==> config.mk <==
export PLATFORM = sky130hd
export DESIGN_NAME = frt_timer
export DESIGN_NICKNAME = d
export VERILOG_FILES = /design/src/hdl/frt_pkg.sv /design/src/hdl/frt_tick_if.sv /design/src/hdl/frt_tick_gen.sv /design/src/hdl/frt_timer.sv
export VERILOG_INCLUDE_DIRS = /design/src /design/src/hdl
export SDC_FILE = /design/constraint.sdc
export NUM_CORES = 1
export LEC_CHECK = 0
export CORE_MARGIN = 5
export CORE_UTILIZATION = 59
export DETAILED_ROUTE_END_ITERATION = 8
export DONT_BUFFER_PORTS = 1
export GPL_TIMING_DRIVEN = 0
export PLACE_DENSITY = 0.83
export SLEW_MARGIN = 25
export SYNTH_ARGS = -nofsm -noshare
export SYNTH_HDL_FRONTEND = slang
export SYNTH_HIERARCHICAL = 1
export SYNTH_SLANG_ARGS = --single-unit
==> constraint.sdc <==
create_clock -name ref_clk -period 2.82 [get_ports ref_clk]
set_input_delay 0.282 -clock ref_clk [delete_from_list [all_inputs] [get_ports ref_clk]]
set_output_delay 0.282 -clock ref_clk [all_outputs]
set_load 0.01 [all_outputs]
==> src/hdl/frt_consts.svh <==
// named constants of the free-running microsecond timer
`ifndef FRT_CONSTS_SVH
`define FRT_CONSTS_SVH

// time base: device clock rate and tick period in their own units
`define FRT_CLK_MHZ       250
`define FRT_TICK_US       1
// device clock cycles per counter tick, derived from the two figures above
`define FRT_TICK_CYC      (`FRT_CLK_MHZ * `FRT_TICK_US)
`define FRT_TICK_W        8

// counter layout
`define FRT_CNT_W         12
`define FRT_CNT_RST       12'h000
`define FRT_CNT_MAX       12'hFFF
`define FRT_LO_MSB        7
`define FRT_HI_LSB        8
`define FRT_HI_W          4

// interrupt tap bits: 128 us and 1.024 ms
`define FRT_TAP_128US     6
`define FRT_TAP_1MS       9

// read-only i/o locations
`define FRT_IO_ADDR_LO    8'h24
`define FRT_IO_ADDR_HI    8'h25
`define FRT_IO_ADDR_W     8
`define FRT_IO_DATA_W     8
`define FRT_HOLD_RST      4'h0
`define FRT_DATA_RST      8'h00

`endif

==> src/hdl/frt_pkg.sv <==
// types shared by the free-running timer modules
package frt_pkg;

   // decoded i/o read target
   typedef enum logic [1:0] {
      FRT_RSEL_NONE,
      FRT_RSEL_LOW,
      FRT_RSEL_HIGH
   } frt_rsel_e;

   typedef logic [11:0] frt_count_t;

endpackage

==> src/hdl/frt_tick_if.sv <==
// carrier of the 1 us tick between tick generator and timer core
`timescale 1ns/100ps
`default_nettype none
interface frt_tick_if;
   logic tick;

   modport src (output tick);
   modport snk (input tick);
endinterface
`default_nettype wire

==> src/hdl/frt_tick_gen.sv <==
// divider that turns the device clock into a one-cycle 1 us tick
`timescale 1ns/100ps
`default_nettype none
`include "frt_consts.svh"
module frt_tick_gen
   import frt_pkg::*;
(
   // clock and reset
   input  wire logic  ref_clk,
   input  wire logic  rst_n,
   // tick out
   frt_tick_if.src    tick_o
);

   localparam logic [`FRT_TICK_W-1:0] TICK_LAST = `FRT_TICK_W'(`FRT_TICK_CYC - 1);

   logic [`FRT_TICK_W-1:0] div_r;
   logic [`FRT_TICK_W-1:0] div_nxt;
   logic                   tick_r;
   logic                   tick_nxt;

   // next divider value and tick pulse
   always_comb begin
      tick_nxt = (div_r == TICK_LAST);
      div_nxt  = tick_nxt ? '0 : div_r + `FRT_TICK_W'(1);
   end

   // divider registers
   always_ff @(posedge ref_clk or negedge rst_n) begin
      if (!rst_n) begin
         div_r  <= '0;
         tick_r <= 1'b0;
      end else begin
         div_r  <= div_nxt;
         tick_r <= tick_nxt;
      end
   end

   assign tick_o.tick = tick_r;

endmodule
`default_nettype wire

==> src/hdl/frt_timer.sv <==
// 12-bit free-running microsecond timer with latched upper nibble and tap interrupts
`timescale 1ns/100ps
`default_nettype none
`include "frt_consts.svh"
// Function
// - 12-bit counter advances once per microsecond
// - low-byte read latches upper nibble
// - upper read returns latched nibble
// - interrupt sources from bit 6, bit 9
// - raise only on enabled rising tap
// - each timer request individually maskable
// - low at 0x24, high at 0x25, read-only
module frt_timer
   import frt_pkg::*;
(
   // clock and reset
   input  wire logic                       ref_clk,
   input  wire logic                       rst_n,
   // firmware i/o read port
   input  wire logic                       io_rd_en,
   input  wire logic [`FRT_IO_ADDR_W-1:0]  io_addr,
   output logic      [`FRT_IO_DATA_W-1:0]  io_rd_data,
   output logic                            io_rd_valid,
   // interrupt enables from the interrupt controller
   input  wire logic                       irq_en_128us,
   input  wire logic                       irq_en_1ms,
   // interrupt requests to the interrupt controller
   output logic                            irq_128us,
   output logic                            irq_1ms
);

   // decode of an i/o address into a read target
   function automatic frt_rsel_e rsel_decode(input logic                      en,
                                             input logic [`FRT_IO_ADDR_W-1:0] addr);
      frt_rsel_e sel;
      sel = FRT_RSEL_NONE;
      if (en && addr == `FRT_IO_ADDR_LO) begin
         sel = FRT_RSEL_LOW;
      end else if (en && addr == `FRT_IO_ADDR_HI) begin
         sel = FRT_RSEL_HIGH;
      end
      return sel;
   endfunction

   frt_tick_if tick_bus ();

   frt_count_t                cnt_r;
   frt_count_t                cnt_nxt;
   logic [`FRT_HI_W-1:0]      hold_r;
   logic [`FRT_HI_W-1:0]      hold_nxt;
   logic [`FRT_IO_DATA_W-1:0] rd_data_r;
   logic [`FRT_IO_DATA_W-1:0] rd_data_nxt;
   logic                      rd_valid_r;
   logic                      rd_valid_nxt;
   logic                      tap6_d_r;
   logic                      tap9_d_r;
   logic                      irq_128_r;
   logic                      irq_128_nxt;
   logic                      irq_1ms_r;
   logic                      irq_1ms_nxt;
   frt_rsel_e                 rsel;

   // 1 us time base
   frt_tick_gen u_tick (
      .ref_clk (ref_clk),
      .rst_n   (rst_n),
      .tick_o  (tick_bus)
   );

   // counter next value: one step per tick, natural wrap
   always_comb begin
      cnt_nxt = cnt_r;
      if (tick_bus.tick) begin
         cnt_nxt = cnt_r + frt_count_t'(1);
      end
   end

   // counter register, cleared by reset
   always_ff @(posedge ref_clk or negedge rst_n) begin
      if (!rst_n) begin
         cnt_r <= `FRT_CNT_RST;
      end else begin
         cnt_r <= cnt_nxt;
      end
   end

   // read path: low read latches nibble, high read returns nibble
   always_comb begin
      rsel         = rsel_decode(io_rd_en, io_addr);
      hold_nxt     = hold_r;
      rd_data_nxt  = rd_data_r;
      rd_valid_nxt = io_rd_en;
      unique case (rsel)
         FRT_RSEL_LOW: begin
            rd_data_nxt = cnt_r[`FRT_LO_MSB:0];
            hold_nxt    = cnt_r[`FRT_CNT_W-1:`FRT_HI_LSB];
         end
         FRT_RSEL_HIGH: begin
            rd_data_nxt = {{(`FRT_IO_DATA_W-`FRT_HI_W){1'b0}}, hold_r};
         end
         FRT_RSEL_NONE: begin
            rd_data_nxt = io_rd_en ? `FRT_DATA_RST : rd_data_r;
         end
         default: begin
            rd_data_nxt = `FRT_DATA_RST;
         end
      endcase
   end

   // read path registers
   always_ff @(posedge ref_clk or negedge rst_n) begin
      if (!rst_n) begin
         hold_r     <= `FRT_HOLD_RST;
         rd_data_r  <= `FRT_DATA_RST;
         rd_valid_r <= 1'b0;
      end else begin
         hold_r     <= hold_nxt;
         rd_data_r  <= rd_data_nxt;
         rd_valid_r <= rd_valid_nxt;
      end
   end

   // rising-edge detection on the two tap bits, gated by enables
   always_comb begin
      irq_128_nxt = cnt_r[`FRT_TAP_128US] & ~tap6_d_r & irq_en_128us;
      irq_1ms_nxt = cnt_r[`FRT_TAP_1MS] & ~tap9_d_r & irq_en_1ms;
   end

   // tap delay and request registers
   always_ff @(posedge ref_clk or negedge rst_n) begin
      if (!rst_n) begin
         tap6_d_r  <= 1'b0;
         tap9_d_r  <= 1'b0;
         irq_128_r <= 1'b0;
         irq_1ms_r <= 1'b0;
      end else begin
         tap6_d_r  <= cnt_r[`FRT_TAP_128US];
         tap9_d_r  <= cnt_r[`FRT_TAP_1MS];
         irq_128_r <= irq_128_nxt;
         irq_1ms_r <= irq_1ms_nxt;
      end
   end

   // outputs straight from flip-flops
   assign io_rd_data  = rd_data_r;
   assign io_rd_valid = rd_valid_r;
   assign irq_128us   = irq_128_r;
   assign irq_1ms     = irq_1ms_r;

   // helper: cycles since the last tick, for the tick spacing check
   logic [`FRT_TICK_W-1:0] gap_r;
   logic                   seen_r;
   always_ff @(posedge ref_clk or negedge rst_n) begin
      if (!rst_n) begin
         gap_r  <= '0;
         seen_r <= 1'b0;
      end else begin
         gap_r  <= tick_bus.tick ? '0 : gap_r + `FRT_TICK_W'(1);
         seen_r <= seen_r | tick_bus.tick;
      end
   end
endmodule
`default_nettype wire

## Word-level counts from Yosys, hierarchy flattened

Cells that the tools add are included.

| word-level totals | value |
|---|---|
| register bits after elaboration | 38 |
| output and inout port bits | 11 |
| word-level logic and storage cells | 32 |

| cells by class | value |
|---|---|
| add/sub/neg operators | 2 |
| equality and inequality tests | 6 |
| muxes and demuxes | 5 |
| bitwise operators | 6 |
| reduce and logical (&&, ||, !) cells | 3 |

Operator list:

| cell | count |
|---|---|
| 8-bit case mux with 3 select lines | 1 |
| 8-bit by 6-bit equality test with 1-bit output (second input constant) | 2 |
| 8-bit two-way mux | 2 |
| 12-bit by 1-bit adder with 12-bit output (second input constant) | 1 |
| 8-bit by 1-bit adder with 8-bit output (second input constant) | 1 |
| 8-bit equality test (second input constant) | 1 |
| 1-bit bitwise AND | 4 |
| 2-bit two-way mux | 2 |
| 2-bit by 1-bit equality test with 1-bit output (second input constant) | 1 |
| 2-bit equality test (second input constant) | 1 |
| 1-bit logical AND | 2 |
| 2-bit logical NOT | 1 |
| 2-bit inequality test (second input constant) | 1 |
| 1-bit NOT | 2 |

## Logic depth before layout (Yosys ltp)

Gate-level depths: netlist of run 1.

| depth | value |
|---|---|
| word-level depth | 6 |
| depth in mapped cells | 5 |

## Cells and area by module

Netlist of run 1, hierarchy kept.

By module, submodules not included:

| module | times used | cells each | area each (µm²) |
|---|---|---|---|
| frt_timer | 1 | 85 | 1208.7 |
| frt_tick_gen | 1 | 42 | 419.2 |

## Worst setup path before layout of run 1

OpenSTA, ideal clock, no wires.

| timing path | value |
|---|---|
| kind | input to register |
| from | input io_addr[3] |
| to | register hold_r[0] |
| setup time | 0.125 ns |
| arrival | 1.157 ns |
| required time | 2.695 ns |
| slack | 1.538 ns |
| cell stages on the path | 4 |
| path buffers | 1 |
| cells stage by stage | nor4bb_4 and3b_1 buf_6 mux2_4 |

| on the way | value |
|---|---|
| longest elaborated chain between the ends | 5 |
| elaborated cells between the ends (all ways) | 7 |

RTL lines:

| element | RTL line | text |
|---|---|---|
| from (decl) | frt_timer.sv:21 | `` input wire logic [`FRT_IO_ADDR_W-1:0] io_addr, `` |
| 8-bit by 6-bit equality test with 1-bit output (no line) | n/a |  |
| 1-bit logical AND (no line) | n/a |  |
| 2-bit two-way mux | frt_timer.sv:39 | `` end else if (en && addr == `FRT_IO_ADDR_HI) begin `` |
| 2-bit two-way mux * | frt_timer.sv:37 | `` if (en && addr == `FRT_IO_ADDR_LO) begin `` |
| 2-bit by 1-bit equality test with 1-bit output * | frt_timer.sv:93 | `unique case (rsel)` |
| to (signal assigned) | frt_timer.sv:113 | `` hold_r <= `FRT_HOLD_RST; `` |
| to (signal assigned) | frt_timer.sv:117 | `hold_r <= hold_nxt;` |
| to (decl) | frt_timer.sv:49 | `` logic [`FRT_HI_W-1:0] hold_r; `` |

Every way passes the cells marked *; elsewhere a longest branch is shown, timed or not.
A chain may end at the register's enable or synchronous reset.

## Final worst setup path of run 1

| timing path | value |
|---|---|
| from | register u_tick.div_r[1] |
| to | register u_tick.div_r[4] |

| on the way | value |
|---|---|
| longest elaborated chain between the ends | 2 |
| elaborated cells between the ends (all ways) | 3 |

RTL lines:

| element | RTL line | text |
|---|---|---|
| from (decl) | frt_tick_gen.sv:17 | `` logic [`FRT_TICK_W-1:0] div_r; `` |
| from (signal assigned) | frt_tick_gen.sv:34 | `div_r <= div_nxt;` |
| 8-bit equality test | frt_tick_gen.sv:24 | `tick_nxt = (div_r == TICK_LAST);` |
| named net u_tick.tick_nxt | frt_tick_gen.sv:20 | `logic tick_nxt;` |
| 8-bit two-way mux | frt_tick_gen.sv:25 | `` div_nxt = tick_nxt ? '0 : div_r + `FRT_TICK_W'(1); `` |
| named net u_tick.div_nxt[4] | frt_tick_gen.sv:18 | `` logic [`FRT_TICK_W-1:0] div_nxt; `` |

The timed path passes the listed nets, and every way through them passes these cells.

==> results of run 1 <==
==> registers in the layout (all words and copies together), names as in the netlist <==
| signal | cells |
|---|---|
| tap6_d_r | 1 |
| tap9_d_r | 1 |
| irq_1ms | 1 |
| io_rd_data | 8 |
| cnt_r | 12 |
| hold_r | 4 |
| u_tick/div_r | 8 |
| u_tick/tick_o.tick | 1 |
| irq_128us | 1 |
| io_rd_valid | 1 |
==> cell type report <==
type	count	area, µm²
Buffer	2	16.3
Clock buffer	6	51.3
Clock inverter	2	12.5
Fill cell	202	940
Inverter	4	15.0
Multi-Input combinational cell	83	646
Sequential cell	38	951
Tap cell	31	38.8
Timing Repair Buffer	3	40.0
==> how the worst max path moves through the flow <==
stage | slack [ps] | endpoint | cells after the start
after floorplan | 1540 | hold_r[0]$_DFFE_PN0N_ | 4
after global placement | 1490 | hold_r[0]$_DFFE_PN0N_ | 4
after detailed placement | 1460 | hold_r[2]$_DFFE_PN0N_ | 4
after CTS | 1480 | u_tick/div_r[4]$_DFF_PN0_ | 5
after global routing | 1380 | u_tick/div_r[4]$_DFF_PN0_ | 5
final | 1490 | u_tick/div_r[4]$_DFF_PN0_ | 5
==> metrics by stage <==
stage / util, % / power, mW / setup WS [ps] / cell area [µm²]
finish: 65.3 / 0.870 / 1490 / 1770
floorplan: - / 0.564 / 1540 / 1630
global placement: 61.5 / 0.566 / 1490 / 1670
detailed placement: 61.5 / 0.566 / 1460 / 1670
global route: 65.3 / 0.923 / 1380 / 1770
CTS: 65.3 / 0.882 / 1480 / 1770
==> critical path, stage by stage, from the launching register on <==
cell	delay (ps)
dfrtp_1	430
inv_1	70
ha_1	190
nand3b_1	120
nor2_1	330
nor2_1	90
==> synth_stat cells, drive strengths merged <==
library cell  number  area share [%]
a22o               4             2.2
mux2i              4             2.5
nand3b             1            0.46
nor4b              1             1.5
nand3              7             2.5
or3                3             1.2
nand2b             1            0.38
nor2               9             2.1
inv                4            0.92
nand4              6             2.7
mux2               5             4.4
xnor2              4             2.2
xor2              10             5.4
buf                2             1.0
nor4bb             1             1.5
dfrtp             38              58
o21ai              2            0.61
o2bb2ai            4             2.2
and3b              3             1.6
nand2              8             1.8
nor3               4             1.2
a21oi              2            0.61
nand4b             1            0.54
ha                 3             2.3
==> cells in the final DEF (no fill, tap or decap), drive strengths merged, types with 4 or more instances in the layout <==
cell type   n
nor3        4
inv         4
clkbuf      6
xnor2       4
xor2       10
nand3       7
mux2i       4
nand2       8
dfrtp      38
mux2        5
o2bb2ai     4
nor2        9
a22o        4
nand4       6
==> per-layer routing <==
layer	GRT usage (%)	up-vias	routed length [µm]	share of wire, %
li1	-	470	-	-
met1	19.5	496	1180	42
met2	26.9	22	1430	51
met3	6.65	5	159	5.7
met4	6.90	0	42	1.5
met5	0	-	0	0
==> cell families (layout without fill, tap and decap cells) <==
family          Yosys count  in the layout  synth area share [%]
simple gates             45             45                  17.4
flops                    38             38                  58.4
xor+xnor                 14             14                  7.53
compound gates           12             12                  5.53
mux                       9              9                  6.84
buf+inv                   6             17                  1.92
fa+ha+maj                 3              3                  2.31
==> repair_timing <==
action,4_1_cts,5_1_grt
resized for setup,0,0
hold endpoints to repair,39,0
hold buffers,3,0
==> where the power goes <==
group	internal (mW)	total, mW	switching, mW
Combinational	0.00980	0.0240	0.0142
Sequential	0.545	0.546	0.000646
Clock	0.120	0.300	0.180
Total	0.675	0.870	0.195
==> flow_summary.json, run 1 <==
{
  "first_pass_iters": 4,
  "syn_to_final_growth_pct": 8.76,
  "slew_headroom_pct": 75.6,
  "worstPathMaxFanout": 6,
  "start_util_pct": 60.1,
  "gp_congestion": 0.864,
  "cts_buffers": 5,
  "maxCapViolations": 0,
  "grt_util_all_layers_pct": 16.6,
  "die_h_um": 62.5,
  "drc": 0,
  "grt_pass1_wl_um": 5100,
  "setup-violations-final": 0,
  "worstSkewPairLatency_ps": 340,
  "die_area_um2": 3910,
  "period_minus_slack_ps": 1330,
  "dp.cells": 158,
  "fin_skew_ps": 8.96,
  "synth-seq-cells": 38,
  "slew_violations": 0,
  "fp.coreArea_um2": 2710,
  "synth_nets": 143,
  "syn_inst": 127,
  "grt_overflow": 0,
  "hold_path_end": "irq_1ms$_DFF_PN0_",
  "tightest_slew_ps": 365,
  "cp-end-kind": "register",
  "port_buffers": 0,
  "synth_warnings": 6,
  "r2r_start": "u_tick/div_r[1]$_DFF_PN0_",
  "drtIter0Drc": 66,
  "grt_max_degree": 39,
  "reg2regPathDepth": 5,
  "n_antenna_cell": 0,
  "p_per_area_nw_per_um2": 491,
  "post_drt_wl_per_cell_um": 16.6,
  "fp.dieW_um": 62.5,
  "r2r_slack_ps": 1490,
  "critPathRequiredTime_ps": 3050,
  "grt_pass1_vias": 1083,
  "htreeDepth": 2,
  "dpl.hpwl_um": 1940,
  "outcome": "completed",
  "cts_root_buffer": "clkbuf_4",
  "fin_tns_setup_ps": 0,
  "postCtsSetupBuffers": 0,
  "hold_viol": 0,
  "vias": 993,
  "hold_slack_ps": 94.6,
  "syn_area_um2": 1630,
  "syn_avg_cell_area_um2": 12.8,
  "power_leakage_nw": 0.861,
  "min_path_type": "in2reg",
  "io_pins": 24,
  "final_nets": 153,
  "cp.arrival_ps": 1560,
  "rr_endpoint": "u_tick/div_r[4]$_DFF_PN0_",
  "synth_cell_type_count": 28,
  "min_period_over_period_pct": 47.2,
  "instances_no_fill": 169,
  "cts_tree": "built",
  "seq_area_frac_synth_pct": 58.4,
  "hp-start": "irq_en_1ms",
  "grt_antenna_before_repair": 0,
  "cts.sinks": 38,
  "max_freq_ghz": 0.751,
  "critPathKind": "reg2reg",
  "peakVddDrop_v": 0.000415,
  "drive_above_1_share_pct": 14.5,
  "cp-startpoint": "u_tick/div_r[1]$_DFF_PN0_",
  "drt-vias-per-instance": 5.88,
  "rsz0062_at_grt": "false",
  "rows": 19,
  "clock_path_buffers": 2,
  "critPathLaunchType": "register",
  "cts.clk_slew.worst_paths_ps": 120,
  "hold_depth": 1,
  "wl_um": 2810,
  "ant_nets": 0
}
(Power assumes the default switching activity.)
==> run 2, diff against run 1 <==
--- a/config.mk
+++ b/config.mk
@@ -7,11 +7,11 @@
 export NUM_CORES = 1
 export LEC_CHECK = 0
 export CORE_MARGIN = 5
-export CORE_UTILIZATION = 59
+export CORE_UTILIZATION = 55
 export DETAILED_ROUTE_END_ITERATION = 8
 export DONT_BUFFER_PORTS = 1
 export GPL_TIMING_DRIVEN = 0
-export PLACE_DENSITY = 0.83
+export PLACE_DENSITY = 0.81
 export SLEW_MARGIN = 25
 export SYNTH_ARGS = -nofsm -noshare
 export SYNTH_HDL_FRONTEND = slang
==> constraint.sdc (replaced) <==
create_clock -name ref_clk -period 1.1 [get_ports ref_clk]
set_input_delay 0.11 -clock ref_clk [delete_from_list [all_inputs] [get_ports ref_clk]]
set_output_delay 0.11 -clock ref_clk [all_outputs]
set_load 0.01 [all_outputs]
==> run 2 against run 1 <==
The run now ends with negative setup slack left. Critical endpoint unchanged. Combinational power grew to 2.9 times the previous value. Setup slack lost 1600 ps. Die area grew 6.1%. Via count grew 6.8%. Global-route usage grew 1.7 points. Critical path depth is the same. First-iteration DRC count shrank 35%. Largest cell class unchanged. Utilization grew 7.3 points. Clock power grew to 3.2 times the previous value.
==> flow_summary.json, run 2 (synthesis results as in run 1) <==
{
  "outcome": "finished, violations left",
  "violations": "negative setup slack",
  "final_common_cell": "dfrtp_1",
  "busiest_layer": "met2",
  "grt_overflow": 0,
  "cts_buffers": 5,
  "nFillCells": 175,
  "max_freq_ghz": 0.840,
  "grt_util_all_layers_pct": 18.3,
  "cts_tree": "built",
  "tightest_slew_ps": 258,
  "multiInputGateArea_um2": 761,
  "grt_max_degree": 39,
  "drive_above_1_share_pct": 38.2,
  "use_met2_pct": 32.0,
  "critPathKind": "reg2reg",
  "gp_congestion": 0.818,
  "wl_um": 3460,
  "cts.sinks": 38,
  "path_buf_inv": 1,
  "clock_path_buffers": 2,
  "fin_skew_ps": 9.97,
  "layout_setup_ws_ps": -90.0,
  "post_drt_wl_per_cell_um": 18.9,
  "cts.clk_slew.worst_paths_ps": 110,
  "layout_common_cells": "28 x dfrtp_1, 12 x buf_4, 10 x xor2_1, 10 x dfrtp_2, 7 x nand2_1",
  "cp-startpoint": "u_tick/div_r[1]$_DFF_PN0_",
  "io_pins": 24,
  "met1_usage_pct": 20.7,
  "drt-vias-per-instance": 5.80,
  "cp.arrival_ps": 1410,
  "die_area_um2": 4150,
  "pwr-share-clk_pct": 39.5,
  "intPower_mw": 1.96,
  "use_met3_pct": 6.30,
  "drtIter0Drc": 43,
  "grt_pass1_vias": 1158,
  "slew_violations": 0,
  "final_nets": 168,
  "die_h_um": 64.4,
  "power_leakage_nw": 0.957,
  "placed_area_um2": 1670,
  "path_delay_family": "flip-flops",
  "hp-start": "io_addr[7]",
  "r2r_start": "u_tick/div_r[1]$_DFF_PN0_",
  "cp-end-kind": "register",
  "maxCapViolations": 0,
  "seqPwrFrac_pct": 57.7,
  "hold_viol": 0,
  "critPathRequiredTime_ps": 1320,
  "p_sw_share_pct": 19.3,
  "min_period_over_period_pct": 108,
  "n_antenna_cell": 0,
  "slew_headroom_pct": 82.8,
  "peakVddDrop_v": 0.00111,
  "start_util_pct": 58.0,
  "p_per_area_nw_per_um2": 1190,
  "dpl.hpwl_um": 1920,
  "min_path_type": "in2reg",
  "seq_area_um2": 963,
  "first_pass_iters": 4,
  "cp_slowest_stage_delay_ps": 440,
  "period_minus_slack_ps": 1190,
  "htreeDepth": 2,
  "rows": 19,
  "p_comb_share_pct": 2.8,
  "syn_to_final_growth_pct": 25.1,
  "critical-path-slowest-cell": "dfrtp_2",
  "port_buffers": 0,
  "net-switching-power_mw": 0.469,
  "setup-violations-final": 13,
  "ant_nets": 0,
  "worstPathMaxFanout": 3,
  "largest_reg_flops": 12,
  "final_cell_area_um2": 2040,
  "cts_root_buffer": "clkbuf_4",
  "grt_pass1_wl_um": 5750,
  "worstSkewPairLatency_ps": 340,
  "grt_antenna_before_repair": 0,
  "critPathLaunchType": "register",
  "crit_chain": "buf_4 > ha_4 > nand3_1 > xor2_1 > nor2_1",
  "vias": 1061,
  "final_core_util_pct": 72.6,
  "fp.dieW_um": 64.4,
  "fp.coreArea_um2": 2810,
  "drc": 0,
  "max_flop_register": "cnt_r",
  "rsz0062_at_grt": "true"
}
-- run 2: changes by cell type in the layout (fill, tap and decap cells not counted), sizes merged --
cell,change
buf,+13
bufinv,+1
clkinv,-1
clkinvlp,-1
dlygate4sd3,+2
-- run 2: repair_timing --
| item | 4_1_cts | 5_1_grt |
|---|---|---|
| setup endpoints to repair | 16 | 16 |
| hold buffers | 5 | 0 |
| buffers inserted | 9 | 4 |
| hold endpoints to repair | 41 | 0 |
| gates resized for setup | 23 | 12 |
| pin swaps | 14 | 9 |
-- run 2: layout make-up --
cell class / count / area share (%)
Clock buffer: 6 / 2.52
Sequential cell: 38 / 47.3
Timing Repair Buffer: 18 / 7.92
Tap cell: 31 / 1.90
Inverter: 4 / 0.737
Buffer: 2 / 0.799
Clock inverter: 1 / 1.47
Multi-Input combinational cell: 83 / 37.3
-- run 2: metal layers --
layer  up-vias  wire, µm  share of wire [%]
met4         0         0                  0
met5         -         0                  0
met3         0       132                3.8
li1        496         -                  -
met1       536      1430                 41
met2        29      1900                 55
-- run 2: path summary, 6_finish.rpt --
path | to | cells after the start | slack, ps
setup / recovery | u_tick/div_r[4]$_DFF_PN0_ | 5 | -90
hold / removal | io_rd_data[1]$_DFFE_PN0P_ | 3 | 40
setup reg to reg | u_tick/div_r[4]$_DFF_PN0_ | 5 | -90
hold reg to reg | cnt_r[11]$_DFFE_PN0P_ | 1 | 490
max in group asynchronous | u_tick/div_r[1]$_DFF_PN0_ | 2 | 670
min in group asynchronous | hold_r[3]$_DFFE_PN0N_ | 2 | 220
-- run 2: through the flow --
stage	setup TNS, ps	setup WS, ps	power (mW)	hold slack, ps	std cells
after global placement	-992	-131	1.45	-185	158
after global routing	-1800	-197	2.54	24.2	183
final	-584	-90.0	2.43	41.3	183
after floorplan	-108	-34.3	1.45	-186	127
after detailed placement	-1570	-156	1.45	-185	158
after CTS	-409	-57.9	2.46	30.0	179
-- run 2: worst register-to-register path: stages (launching register included) --
cell and delay (ps):
dfrtp_2 440, buf_4 150, ha_4 170, nand3_1 90, xor2_1 170, nor2_1 70
-- run 2: power by group through the flow --
stage | clock network, mW | logic, mW | registers (mW)
floorplan | 0 | 0.0199 | 1.43
global placement | 0 | 0.0225 | 1.43
detailed placement | 0 | 0.0232 | 1.43
CTS | 0.989 | 0.0697 | 1.40
global route | 1.06 | 0.0781 | 1.40
finish | 0.958 | 0.0688 | 1.40
